==> config.mk <==
export PLATFORM = sky130hd
export DESIGN_NAME = speed_mode_operation_data_select
export DESIGN_NICKNAME = d
export VERILOG_FILES = /design/src/pkg/opdata_pkg.sv /design/src/speed_mode_operation_data_select.sv
export SDC_FILE = /design/constraint.sdc
export NUM_CORES = 2
export LEC_CHECK = 0
export ABC_AREA = 1
export ABC_CLOCK_PERIOD_IN_PS = 5700
export BUFFER_PORTS_ARGS = -buffer_cell sky130_fd_sc_hd__buf_2
export CAP_MARGIN = 20
export CELL_PAD_IN_SITES_DETAIL_PLACEMENT = 2
export CELL_PAD_IN_SITES_GLOBAL_PLACEMENT = 2
export CORE_ASPECT_RATIO = 1.5
export CORE_MARGIN = 2
export CORE_UTILIZATION = 31
export CTS_BUF_LIST = sky130_fd_sc_hd__clkbuf_4
export CTS_CLUSTER_SIZE = 16
export DETAILED_ROUTE_END_ITERATION = 6
export GPL_ROUTABILITY_DRIVEN = 0
export PLACE_DENSITY_LB_ADDON = 0.3
export SYNTH_ARGS = -nofsm -noshare
export SYNTH_HDL_FRONTEND = slang
export SYNTH_SLANG_ARGS = --single-unit
==> constraint.sdc <==
create_clock -name clk_i -period 5.7 [get_ports clk_i]
set_clock_uncertainty 0.15 [all_clocks]
set_input_delay 0.855 -clock clk_i [delete_from_list [all_inputs] [get_ports clk_i]]
set_output_delay 0.855 -clock clk_i [all_outputs]
set_load 0.01 [all_outputs]
==> src/pkg/opdata_pkg.sv <==
// constants, register map and entry layout for the operation data selector
package opdata_pkg;
    // ************************************************************
    // sizes
    // ************************************************************
    localparam int NUM_ENTRIES = 16;
    localparam int ENTRY_W = 4;
    localparam int NUM_TERMS = 4;
    localparam int SPEED_W = 12;
    localparam int RAMP_W = 15;
    localparam int TORQ_W = 8;
    localparam int ACC_W = 17;
    // ************************************************************
    // value ranges and reset values
    // ************************************************************
    localparam logic [SPEED_W-1:0] SPEED_MAX = 12'hfa0;
    localparam logic [SPEED_W-1:0] SPEED_AN_MIN = 12'h01e;
    localparam logic [SPEED_W-1:0] SPEED_INIT = 12'h000;
    localparam logic [SPEED_W-1:0] SPEED_RATED = 12'hbb8;
    localparam logic [RAMP_W-1:0] RAMP_MAX = 15'h7530;
    localparam logic [RAMP_W-1:0] RAMP_AN_MIN = 15'h0064;
    localparam logic [RAMP_W-1:0] RAMP_INIT = 15'h0064;
    localparam logic [TORQ_W-1:0] TORQ_MAX = 8'hfa;
    localparam logic [TORQ_W-1:0] TORQ_INIT = 8'hfa;
    localparam logic [TORQ_W-1:0] TORQ_PEAK = 8'hfa;
    // ************************************************************
    // source selector encodings
    // ************************************************************
    localparam logic [7:0] SRC_DIGITAL = 8'h00;
    localparam logic [7:0] SRC_AN_SPEED = 8'h01;
    localparam logic [7:0] SRC_AN_TORQUE = 8'h02;
    localparam logic [7:0] RAMP_SRC_AN = 8'h01;
    localparam logic [7:0] SRC_RESET = 8'h01;
    // ************************************************************
    // register byte offsets
    // ************************************************************
    localparam logic [7:0] OFS_SPD_TRQ_SRC = 8'h00;
    localparam logic [7:0] OFS_RAMP_SRC = 8'h04;
    localparam logic [7:0] OFS_ENTRY_IDX = 8'h08;
    localparam logic [7:0] OFS_ENTRY_SPEED = 8'h0c;
    localparam logic [7:0] OFS_ENTRY_ACCEL = 8'h10;
    localparam logic [7:0] OFS_ENTRY_DECEL = 8'h14;
    localparam logic [7:0] OFS_ENTRY_TORQ = 8'h18;
    localparam logic [7:0] OFS_CAP_ASSIGN = 8'h1c;
    localparam logic [7:0] OFS_STATUS = 8'h20;
    localparam logic [7:0] OFS_SPEED_CMD = 8'h24;
    localparam logic [7:0] OFS_TORQ_LIMIT = 8'h28;
    localparam int ST_CAP_BIT = 4;
    localparam int ST_RAMP_BIT = 5;
    // ************************************************************
    // timing
    // ************************************************************
    localparam int CLK_PERIOD_NS = 100;
    localparam int RAMP_UNIT_NS = 1000000;
    localparam int MS_CYCLES = RAMP_UNIT_NS / CLK_PERIOD_NS;
    // ************************************************************
    // types
    // ************************************************************
    typedef struct packed {
        logic [SPEED_W-1:0] speed;
        logic [RAMP_W-1:0] accel;
        logic [RAMP_W-1:0] decel;
        logic [TORQ_W-1:0] torque;
    } entry_t;
    typedef enum logic [1:0] {RAMP_IDLE, RAMP_UP, RAMP_DOWN} ramp_state_t;
endpackage : opdata_pkg

==> src/speed_mode_operation_data_select.sv <==
// operation data store, source selection, torque cap and speed ramp
//
// The address map and the Wishbone register port were decided locally.
`timescale 1ns/1ps
// Functional notes
// - sixteen entries 0..15, each speed, accel time, decel time, torque limit
// - speed/torque selector resets to 1; 0 digital, 1 analog speed, 2 analog torque
// - selector 1: entry 0 internal knob speed, entry 1 external speed
// - selector 2: entries 0 and 1 torque from external analog, speed digital
// - ramp selector resets to 1; 1 takes entries 0,1 ramps from knobs
// - speed digital 0..4000; analog 0 or 30..4000; initial zero
// - ramp in ms, digital 0..30000, analog 100..30000, initial 100
// - ramp time means 0 to 3000 r/min or 3000 r/min to stop
// - torque limit 0..250 percent, initial 250
// - cap enabled limits torque, otherwise full peak torque
// - cap function on no terminal counts as always active
// - cap function on several terminals needs all of them on
module speed_mode_operation_data_select #(
    parameter int MS_CYCLES = opdata_pkg::MS_CYCLES
) (
    // clock and reset
    input wire logic clk_i,
    input wire logic rst_i,
    // wishbone slave
    input wire logic wb_cyc_i,
    input wire logic wb_stb_i,
    input wire logic wb_we_i,
    input wire logic [7:0] wb_adr_i,
    input wire logic [3:0] wb_sel_i,
    input wire logic [31:0] wb_dat_i,
    output logic [31:0] wb_dat_o,
    output logic wb_ack_o,
    // input terminals
    input wire logic [opdata_pkg::ENTRY_W-1:0] data_select_i,
    input wire logic [opdata_pkg::NUM_TERMS-1:0] torque_cap_enable_input_i,
    // digitised analog sources
    input wire logic [opdata_pkg::SPEED_W-1:0] int_speed_knob_i,
    input wire logic [opdata_pkg::SPEED_W-1:0] ext_speed_i,
    input wire logic [opdata_pkg::TORQ_W-1:0] ext_torque_i,
    input wire logic [opdata_pkg::RAMP_W-1:0] accel_time_knob_i,
    input wire logic [opdata_pkg::RAMP_W-1:0] decel_time_knob_i,
    // speed loop
    output logic [opdata_pkg::SPEED_W-1:0] speed_cmd_o,
    output logic [opdata_pkg::TORQ_W-1:0] torque_limit_o,
    output logic torque_cap_active_o,
    output logic [opdata_pkg::ENTRY_W-1:0] active_entry_o
);
    // ************************************************************
    // functions
    // ************************************************************
    function automatic logic analog_pair(input logic [opdata_pkg::ENTRY_W-1:0] e);
        analog_pair = (e < 4'h2);
    endfunction : analog_pair
    function automatic logic [opdata_pkg::SPEED_W-1:0] an_speed(
        input logic [opdata_pkg::SPEED_W-1:0] v);
        if (v < opdata_pkg::SPEED_AN_MIN)
            an_speed = 12'h000;
        else if (v > opdata_pkg::SPEED_MAX)
            an_speed = opdata_pkg::SPEED_MAX;
        else
            an_speed = v;
    endfunction : an_speed
    function automatic logic [opdata_pkg::RAMP_W-1:0] an_ramp(
        input logic [opdata_pkg::RAMP_W-1:0] v);
        if (v < opdata_pkg::RAMP_AN_MIN)
            an_ramp = opdata_pkg::RAMP_AN_MIN;
        else if (v > opdata_pkg::RAMP_MAX)
            an_ramp = opdata_pkg::RAMP_MAX;
        else
            an_ramp = v;
    endfunction : an_ramp
    function automatic logic [opdata_pkg::TORQ_W-1:0] cl_torque(
        input logic [opdata_pkg::TORQ_W-1:0] v);
        cl_torque = (v > opdata_pkg::TORQ_MAX) ? opdata_pkg::TORQ_MAX : v;
    endfunction : cl_torque
    function automatic logic [31:0] wmerge(input logic [31:0] old, input logic [31:0] nw,
        input logic [3:0] sel);
        for (int i = 0; i < 4; i++)
            wmerge[i*8 +: 8] = sel[i] ? nw[i*8 +: 8] : old[i*8 +: 8];
    endfunction : wmerge
    // ************************************************************
    // bus slave
    // ************************************************************
    logic [7:0] spd_trq_src;
    logic [7:0] ramp_src;
    logic [opdata_pkg::ENTRY_W-1:0] entry_idx;
    logic [opdata_pkg::NUM_TERMS-1:0] cap_assign;
    opdata_pkg::entry_t table_q [opdata_pkg::NUM_ENTRIES];
    opdata_pkg::ramp_state_t ramp_state;
    logic [31:0] rd_word;
    logic [31:0] wr_word;
    logic bus_req;
    logic bus_wr;
    assign bus_req = wb_cyc_i && wb_stb_i && !wb_ack_o;
    assign bus_wr = bus_req && wb_we_i;
    assign wr_word = wmerge(rd_word, wb_dat_i, wb_sel_i);
    always_comb
    begin
        rd_word = 32'h0000_0000;
        case (wb_adr_i)
            opdata_pkg::OFS_SPD_TRQ_SRC: rd_word[7:0] = spd_trq_src;
            opdata_pkg::OFS_RAMP_SRC: rd_word[7:0] = ramp_src;
            opdata_pkg::OFS_ENTRY_IDX: rd_word[3:0] = entry_idx;
            opdata_pkg::OFS_ENTRY_SPEED: rd_word[11:0] = table_q[entry_idx].speed;
            opdata_pkg::OFS_ENTRY_ACCEL: rd_word[14:0] = table_q[entry_idx].accel;
            opdata_pkg::OFS_ENTRY_DECEL: rd_word[14:0] = table_q[entry_idx].decel;
            opdata_pkg::OFS_ENTRY_TORQ: rd_word[7:0] = table_q[entry_idx].torque;
            opdata_pkg::OFS_CAP_ASSIGN: rd_word[3:0] = cap_assign;
            opdata_pkg::OFS_STATUS:
            begin
                rd_word[3:0] = active_entry_o;
                rd_word[opdata_pkg::ST_CAP_BIT] = torque_cap_active_o;
                rd_word[opdata_pkg::ST_RAMP_BIT] = (ramp_state != opdata_pkg::RAMP_IDLE);
            end
            opdata_pkg::OFS_SPEED_CMD: rd_word[11:0] = speed_cmd_o;
            opdata_pkg::OFS_TORQ_LIMIT: rd_word[7:0] = torque_limit_o;
            default: rd_word = 32'h0000_0000;
        endcase
    end

    always_ff @(posedge clk_i)
    begin
        if (rst_i)
        begin
            wb_ack_o <= 1'b0;
            wb_dat_o <= 32'h0000_0000;
        end
        else
        begin
            wb_ack_o <= bus_req;
            if (bus_req && !wb_we_i)
                wb_dat_o <= rd_word;
        end
    end
    // source selectors, entry index and cap assignment; out-of-range selector codes are ignored
    always_ff @(posedge clk_i)
    begin
        if (rst_i)
        begin
            spd_trq_src <= opdata_pkg::SRC_RESET;
            ramp_src <= opdata_pkg::SRC_RESET;
            entry_idx <= 4'h0;
            cap_assign <= 4'h0;
        end
        else if (bus_wr)
        begin
            case (wb_adr_i)
                opdata_pkg::OFS_SPD_TRQ_SRC:
                    if (wr_word[7:0] <= opdata_pkg::SRC_AN_TORQUE)
                        spd_trq_src <= wr_word[7:0];
                opdata_pkg::OFS_RAMP_SRC:
                    if (wr_word[7:0] <= opdata_pkg::RAMP_SRC_AN)
                        ramp_src <= wr_word[7:0];
                opdata_pkg::OFS_ENTRY_IDX: entry_idx <= wr_word[3:0];
                opdata_pkg::OFS_CAP_ASSIGN: cap_assign <= wr_word[3:0];
                default: ;
            endcase
        end
    end

    // ************************************************************
    // operation data table
    // ************************************************************
    for (genvar g = 0; g < opdata_pkg::NUM_ENTRIES; g++)
    begin : g_entry
        always_ff @(posedge clk_i)
        begin
            if (rst_i)
            begin
                table_q[g].speed <= opdata_pkg::SPEED_INIT;
                table_q[g].accel <= opdata_pkg::RAMP_INIT;
                table_q[g].decel <= opdata_pkg::RAMP_INIT;
                table_q[g].torque <= opdata_pkg::TORQ_INIT;
            end
            else if (bus_wr && entry_idx == 4'(g))
            begin
                case (wb_adr_i)
                    opdata_pkg::OFS_ENTRY_SPEED:
                        table_q[g].speed <= (wr_word > 32'(opdata_pkg::SPEED_MAX)) ?
                            opdata_pkg::SPEED_MAX : wr_word[11:0];
                    opdata_pkg::OFS_ENTRY_ACCEL:
                        table_q[g].accel <= (wr_word > 32'(opdata_pkg::RAMP_MAX)) ?
                            opdata_pkg::RAMP_MAX : wr_word[14:0];
                    opdata_pkg::OFS_ENTRY_DECEL:
                        table_q[g].decel <= (wr_word > 32'(opdata_pkg::RAMP_MAX)) ?
                            opdata_pkg::RAMP_MAX : wr_word[14:0];
                    opdata_pkg::OFS_ENTRY_TORQ:
                        table_q[g].torque <= (wr_word > 32'(opdata_pkg::TORQ_MAX)) ?
                            opdata_pkg::TORQ_MAX : wr_word[7:0];
                    default: ;
                endcase
            end
        end
    end

    // ************************************************************
    // source selection
    // ************************************************************
    opdata_pkg::entry_t cur;
    opdata_pkg::entry_t sel_q;
    logic cap_on;
    always_comb
    begin
        cur = table_q[active_entry_o];
        if (spd_trq_src == opdata_pkg::SRC_AN_SPEED && active_entry_o == 4'h0)
            cur.speed = an_speed(int_speed_knob_i);
        else if (spd_trq_src == opdata_pkg::SRC_AN_SPEED && active_entry_o == 4'h1)
            cur.speed = an_speed(ext_speed_i);
        if (spd_trq_src == opdata_pkg::SRC_AN_TORQUE && analog_pair(active_entry_o))
            cur.torque = cl_torque(ext_torque_i);
        if (ramp_src == opdata_pkg::RAMP_SRC_AN && analog_pair(active_entry_o))
        begin
            cur.accel = an_ramp(accel_time_knob_i);
            cur.decel = an_ramp(decel_time_knob_i);
        end
    end
    // unassigned terminals pass; no assignment at all leaves it active
    assign cap_on = ((torque_cap_enable_input_i & cap_assign) == cap_assign);

    always_ff @(posedge clk_i)
    begin
        if (rst_i)
        begin
            active_entry_o <= 4'h0;
            sel_q <= '0;
            torque_cap_active_o <= 1'b0;
            torque_limit_o <= opdata_pkg::TORQ_PEAK;
        end
        else
        begin
            active_entry_o <= data_select_i;
            sel_q <= cur;
            torque_cap_active_o <= cap_on;
            torque_limit_o <= cap_on ? cur.torque : opdata_pkg::TORQ_PEAK;
        end
    end

    // ************************************************************
    // speed ramp
    // ************************************************************
    logic [$clog2(MS_CYCLES)-1:0] ms_cnt;
    logic ms_tick;
    logic [opdata_pkg::ACC_W-1:0] acc;
    logic [opdata_pkg::ACC_W-1:0] next_acc;
    logic [opdata_pkg::RAMP_W-1:0] ramp_time;
    logic going_up;
    assign ms_tick = (ms_cnt == ($clog2(MS_CYCLES))'(MS_CYCLES - 1));
    assign going_up = (sel_q.speed > speed_cmd_o);
    assign ramp_time = going_up ? sel_q.accel : sel_q.decel;
    // each ms adds 3000 r/min worth; each ramp_time of credit is one r/min step
    assign next_acc = acc + (ms_tick ? 17'(opdata_pkg::SPEED_RATED) : 17'h0_0000);

    always_ff @(posedge clk_i)
    begin
        if (rst_i || ms_tick)
            ms_cnt <= '0;
        else
            ms_cnt <= ms_cnt + 1'b1;
    end

    always_ff @(posedge clk_i)
    begin
        if (rst_i)
        begin
            speed_cmd_o <= opdata_pkg::SPEED_INIT;
            acc <= '0;
            ramp_state <= opdata_pkg::RAMP_IDLE;
        end
        else if (sel_q.speed == speed_cmd_o)
        begin
            acc <= '0;
            ramp_state <= opdata_pkg::RAMP_IDLE;
        end
        else if (ramp_time == 15'h0000)
        begin
            speed_cmd_o <= sel_q.speed;
            acc <= '0;
            ramp_state <= opdata_pkg::RAMP_IDLE;
        end
        else
        begin
            ramp_state <= going_up ? opdata_pkg::RAMP_UP : opdata_pkg::RAMP_DOWN;
            if (next_acc >= 17'(ramp_time))
            begin
                acc <= next_acc - 17'(ramp_time);
                speed_cmd_o <= going_up ? speed_cmd_o + 1'b1 : speed_cmd_o - 1'b1;
            end
            else
                acc <= next_acc;
        end
    end
endmodule : speed_mode_operation_data_select

==> flow_summary.ini <==
[finish]
multi_input_area_mm2 = 0.0221
fillers = 19400
layout_common_cells = 1,596 x nand2_1, 815 x nand3_1, 800 x edfxtp_1, 769 x nor2_1, 492 x a21oi_1
finalNonFillerCells = 9270
area_growth_pct = 14.6
utilization = 0.358
layout-drive-gt1-share = 0.118
final_common_cell = nand2_1
seq_area_mm2 = 0.0269
num-nets-final = 6978
design_area_mm2 = 0.0606

[global_route]
grt.met2_usage = 0.549
grt_pass1_vias = 57900
grt_max_degree = 109
grt_busiest_layer = met2
grt_pass1_wl_um = 391000
grt_overflow = 0
grt_use_met1 = 0.333
gr-usage-all-layers = 0.307
antenna_found_initial = 11
grt_use_met3 = 0.0523

[floorplan]
rows = 185
core_mm2 = 0.169
initial_core_util = 0.312
chipHeight_um = 510
ioPinCount = 177
dieArea_mm2 = 0.174
die_x_um = 341

[pwr]
p_leak_uw = 0.0236
p_seq_frac = 0.441
p_per_area_mw_per_mm2 = 296
clockPowerShare = 0.332
power_switching_uw = 6270
p_int_uw = 11700
p_sw_frac = 0.349
comb_power_share = 0.227
ir_worst_vdd_v = 0.000156

[clock_network]
cts_buffers = 235
cts_buffer_depth = 3
cts_tree = done
htreeDepth = 4
clock_sinks = 944
root_buffer = clkbuf_4
clkTransAtPathRegs_ns = 0.08
clock_latency_ns = 1.27

[route]
drcViolationCount = 0
ant_nets = 0
drtIter0Drc = 3964
wl_per_cell_um = 29.5
vias = 53400
avgViaCountPerCell = 5.76
dr.pass1.iters = 6
totalWireLength_um = 273000

[place]
dp_hpwl_um = 183000
post-place-ws_ns = -0.150
placed_cells = 8718
port_buffers = 159
post_dp_cell_area_mm2 = 0.0565

[yosys]
synth.area.top_cells = edfxtp_1 45%, nand2_1 11%, nand3_1 7.7%
yosysWarnings = 0
synth_edf_count = 800
synth_cells = 6602
ys_seq_area_frac = 0.508
ys.flop_type = edfxtp_1
syn_avg_cell_area_um2 = 8.02
synth_cell_type_count = 49
netlist_area_mm2 = 0.0529
synth_top_area_share = 0.454
async_flop_share = 0
synth_seq_cells = 944
yosysTopAreaCell = edfxtp_1

[sta]
slew_headroom = 0.269
fin_crit_sh = 0.914
tightest_slew_ns = 1.09
fin_ws_ns = 0.488
fmax_ghz = 0.192
setup_viol = 0
finalWorstPathRequiredPeriod_ns = 5.21
drv_slew = 0
finalHoldViolations = 0
hold-worst-slack_ns = 0.188

[critical_path]
crit_family = simple AND/OR/NAND/NOR gates
path_buf_inv = 6
start_kind = register
crit_arrival_ns = 6.16
slowest_stage = fa_1
crit_path_end_kind = register
path_max_fanout = 18
crit_type = register to register
max_stage_delay_ns = 0.40
required_ns = 6.65
crit_top_cell = nor2_1

[hold_path]
hold_class = input pin to register

[status]
status = completed

[job]
maxCapViolations = 0
==> layer usage <==
metal / vias to the layer above / part of all wire
li1: 23000 / -
met3: 790 / 0.058
met1: 27400 / 0.37
met2: 2156 / 0.50
met5: - / 0.00025
met4: 10 / 0.072
==> Yosys cell counts, types with 28 or more instances <==
| cell | count |
|---|---|
| inv_1 | 459 |
| ha_1 | 45 |
| buf_4 | 34 |
| or2_2 | 28 |
| o21ai_0 | 444 |
| o221ai_1 | 62 |
| dfxtp_1 | 144 |
| o211ai_1 | 82 |
| a22oi_1 | 80 |
| nor2_1 | 778 |
| buf_2 | 170 |
| edfxtp_1 | 800 |
| a221oi_1 | 57 |
| nand3_1 | 816 |
| buf_1 | 48 |
| a21oi_1 | 492 |
| clkbuf_1 | 277 |
| nand2_1 | 1606 |
==> power groups by stage <==
stage	clock network [uW]	logic [uW]	registers (uW)
2_1_floorplan	0	2260	8010
3_3_place_gp	0	3710	8050
3_5_place_dp	0	3830	8070
4_1_cts	6080	3920	7910
5_1_grt	6410	4370	7940
6_report	5970	4080	7920
==> sequential cells by signal, summed over array words and instances (netlist names), 2 cells and up, named ones only <==
| register | cells |
|---|---|
| ms_cnt | 14 |
| sel_q | 42 |
| active_entry_o | 4 |
| speed_cmd_o | 12 |
| wb_dat_o | 15 |
| entry_idx | 4 |
| ramp_state | 2 |
| spd_trq_src | 8 |
| ramp_src | 8 |
| torque_limit_o | 8 |
| cap_assign | 4 |
| acc | 17 |
| table_q | 800 |
==> worst paths after layout <==
path / from / to / slack, ns / cells past startpoint
setup / recovery: ms_cnt[0] / acc[15] / 0.49 / 29
setup reg to reg: ms_cnt[0] / acc[15] / 0.49 / 29
hold reg to reg: ms_cnt[0] / ms_cnt[0] / 0.32 / 1
hold / removal: data_select_i[1] / active_entry_o[1] / 0.19 / 4
==> layout make-up <==
cell class,instances,share of cell area
antenna,12,0.000495
clock buffer,319,0.0395
clock inverter,121,0.0100
tap,2244,0.0463
multi-input combinational,4670,0.364
timing repair buffer,487,0.0652
sequential,944,0.444
inverter,473,0.0298
==> worst reg2reg max path: cells and delay by family, from the launching register on <==
kind	cells	cell delay [ns]
AND/OR/NAND/NOR	13	1.61
adder cells (fa/ha/maj)	4	1.13
AO/OA/AOI/OAI	5	0.85
buffers and inverters	6	0.73
flip-flops	1	0.36
XOR/XNOR	1	0.22
==> through the flow <==
step	power, uW	setup TNS, ns
after floorplan	10300	0
after global placement	11800	0
after detailed placement	11900	-1.21
after CTS	17900	0
after global routing	18700	-0.0119
final	18000	0
==> repair_timing <==
item                                   4_1_cts  5_1_grt
pin swaps                                    0        2
hold buffers                                96        0
setup endpoints to repair                   13       28
resized for setup                            3        6
setup buffers                                0        4
endpoints found under the hold margin       65        0
==> cell families after synthesis <==
kind of cell,share of synthesized area
simple gates,0.258
compound gates,0.138
buf+inv,0.0779
flops,0.508
fa+ha+maj,0.0118
xor+xnor,0.00579
other cells,0.0000709
Power figures use the tool's default switching activity.
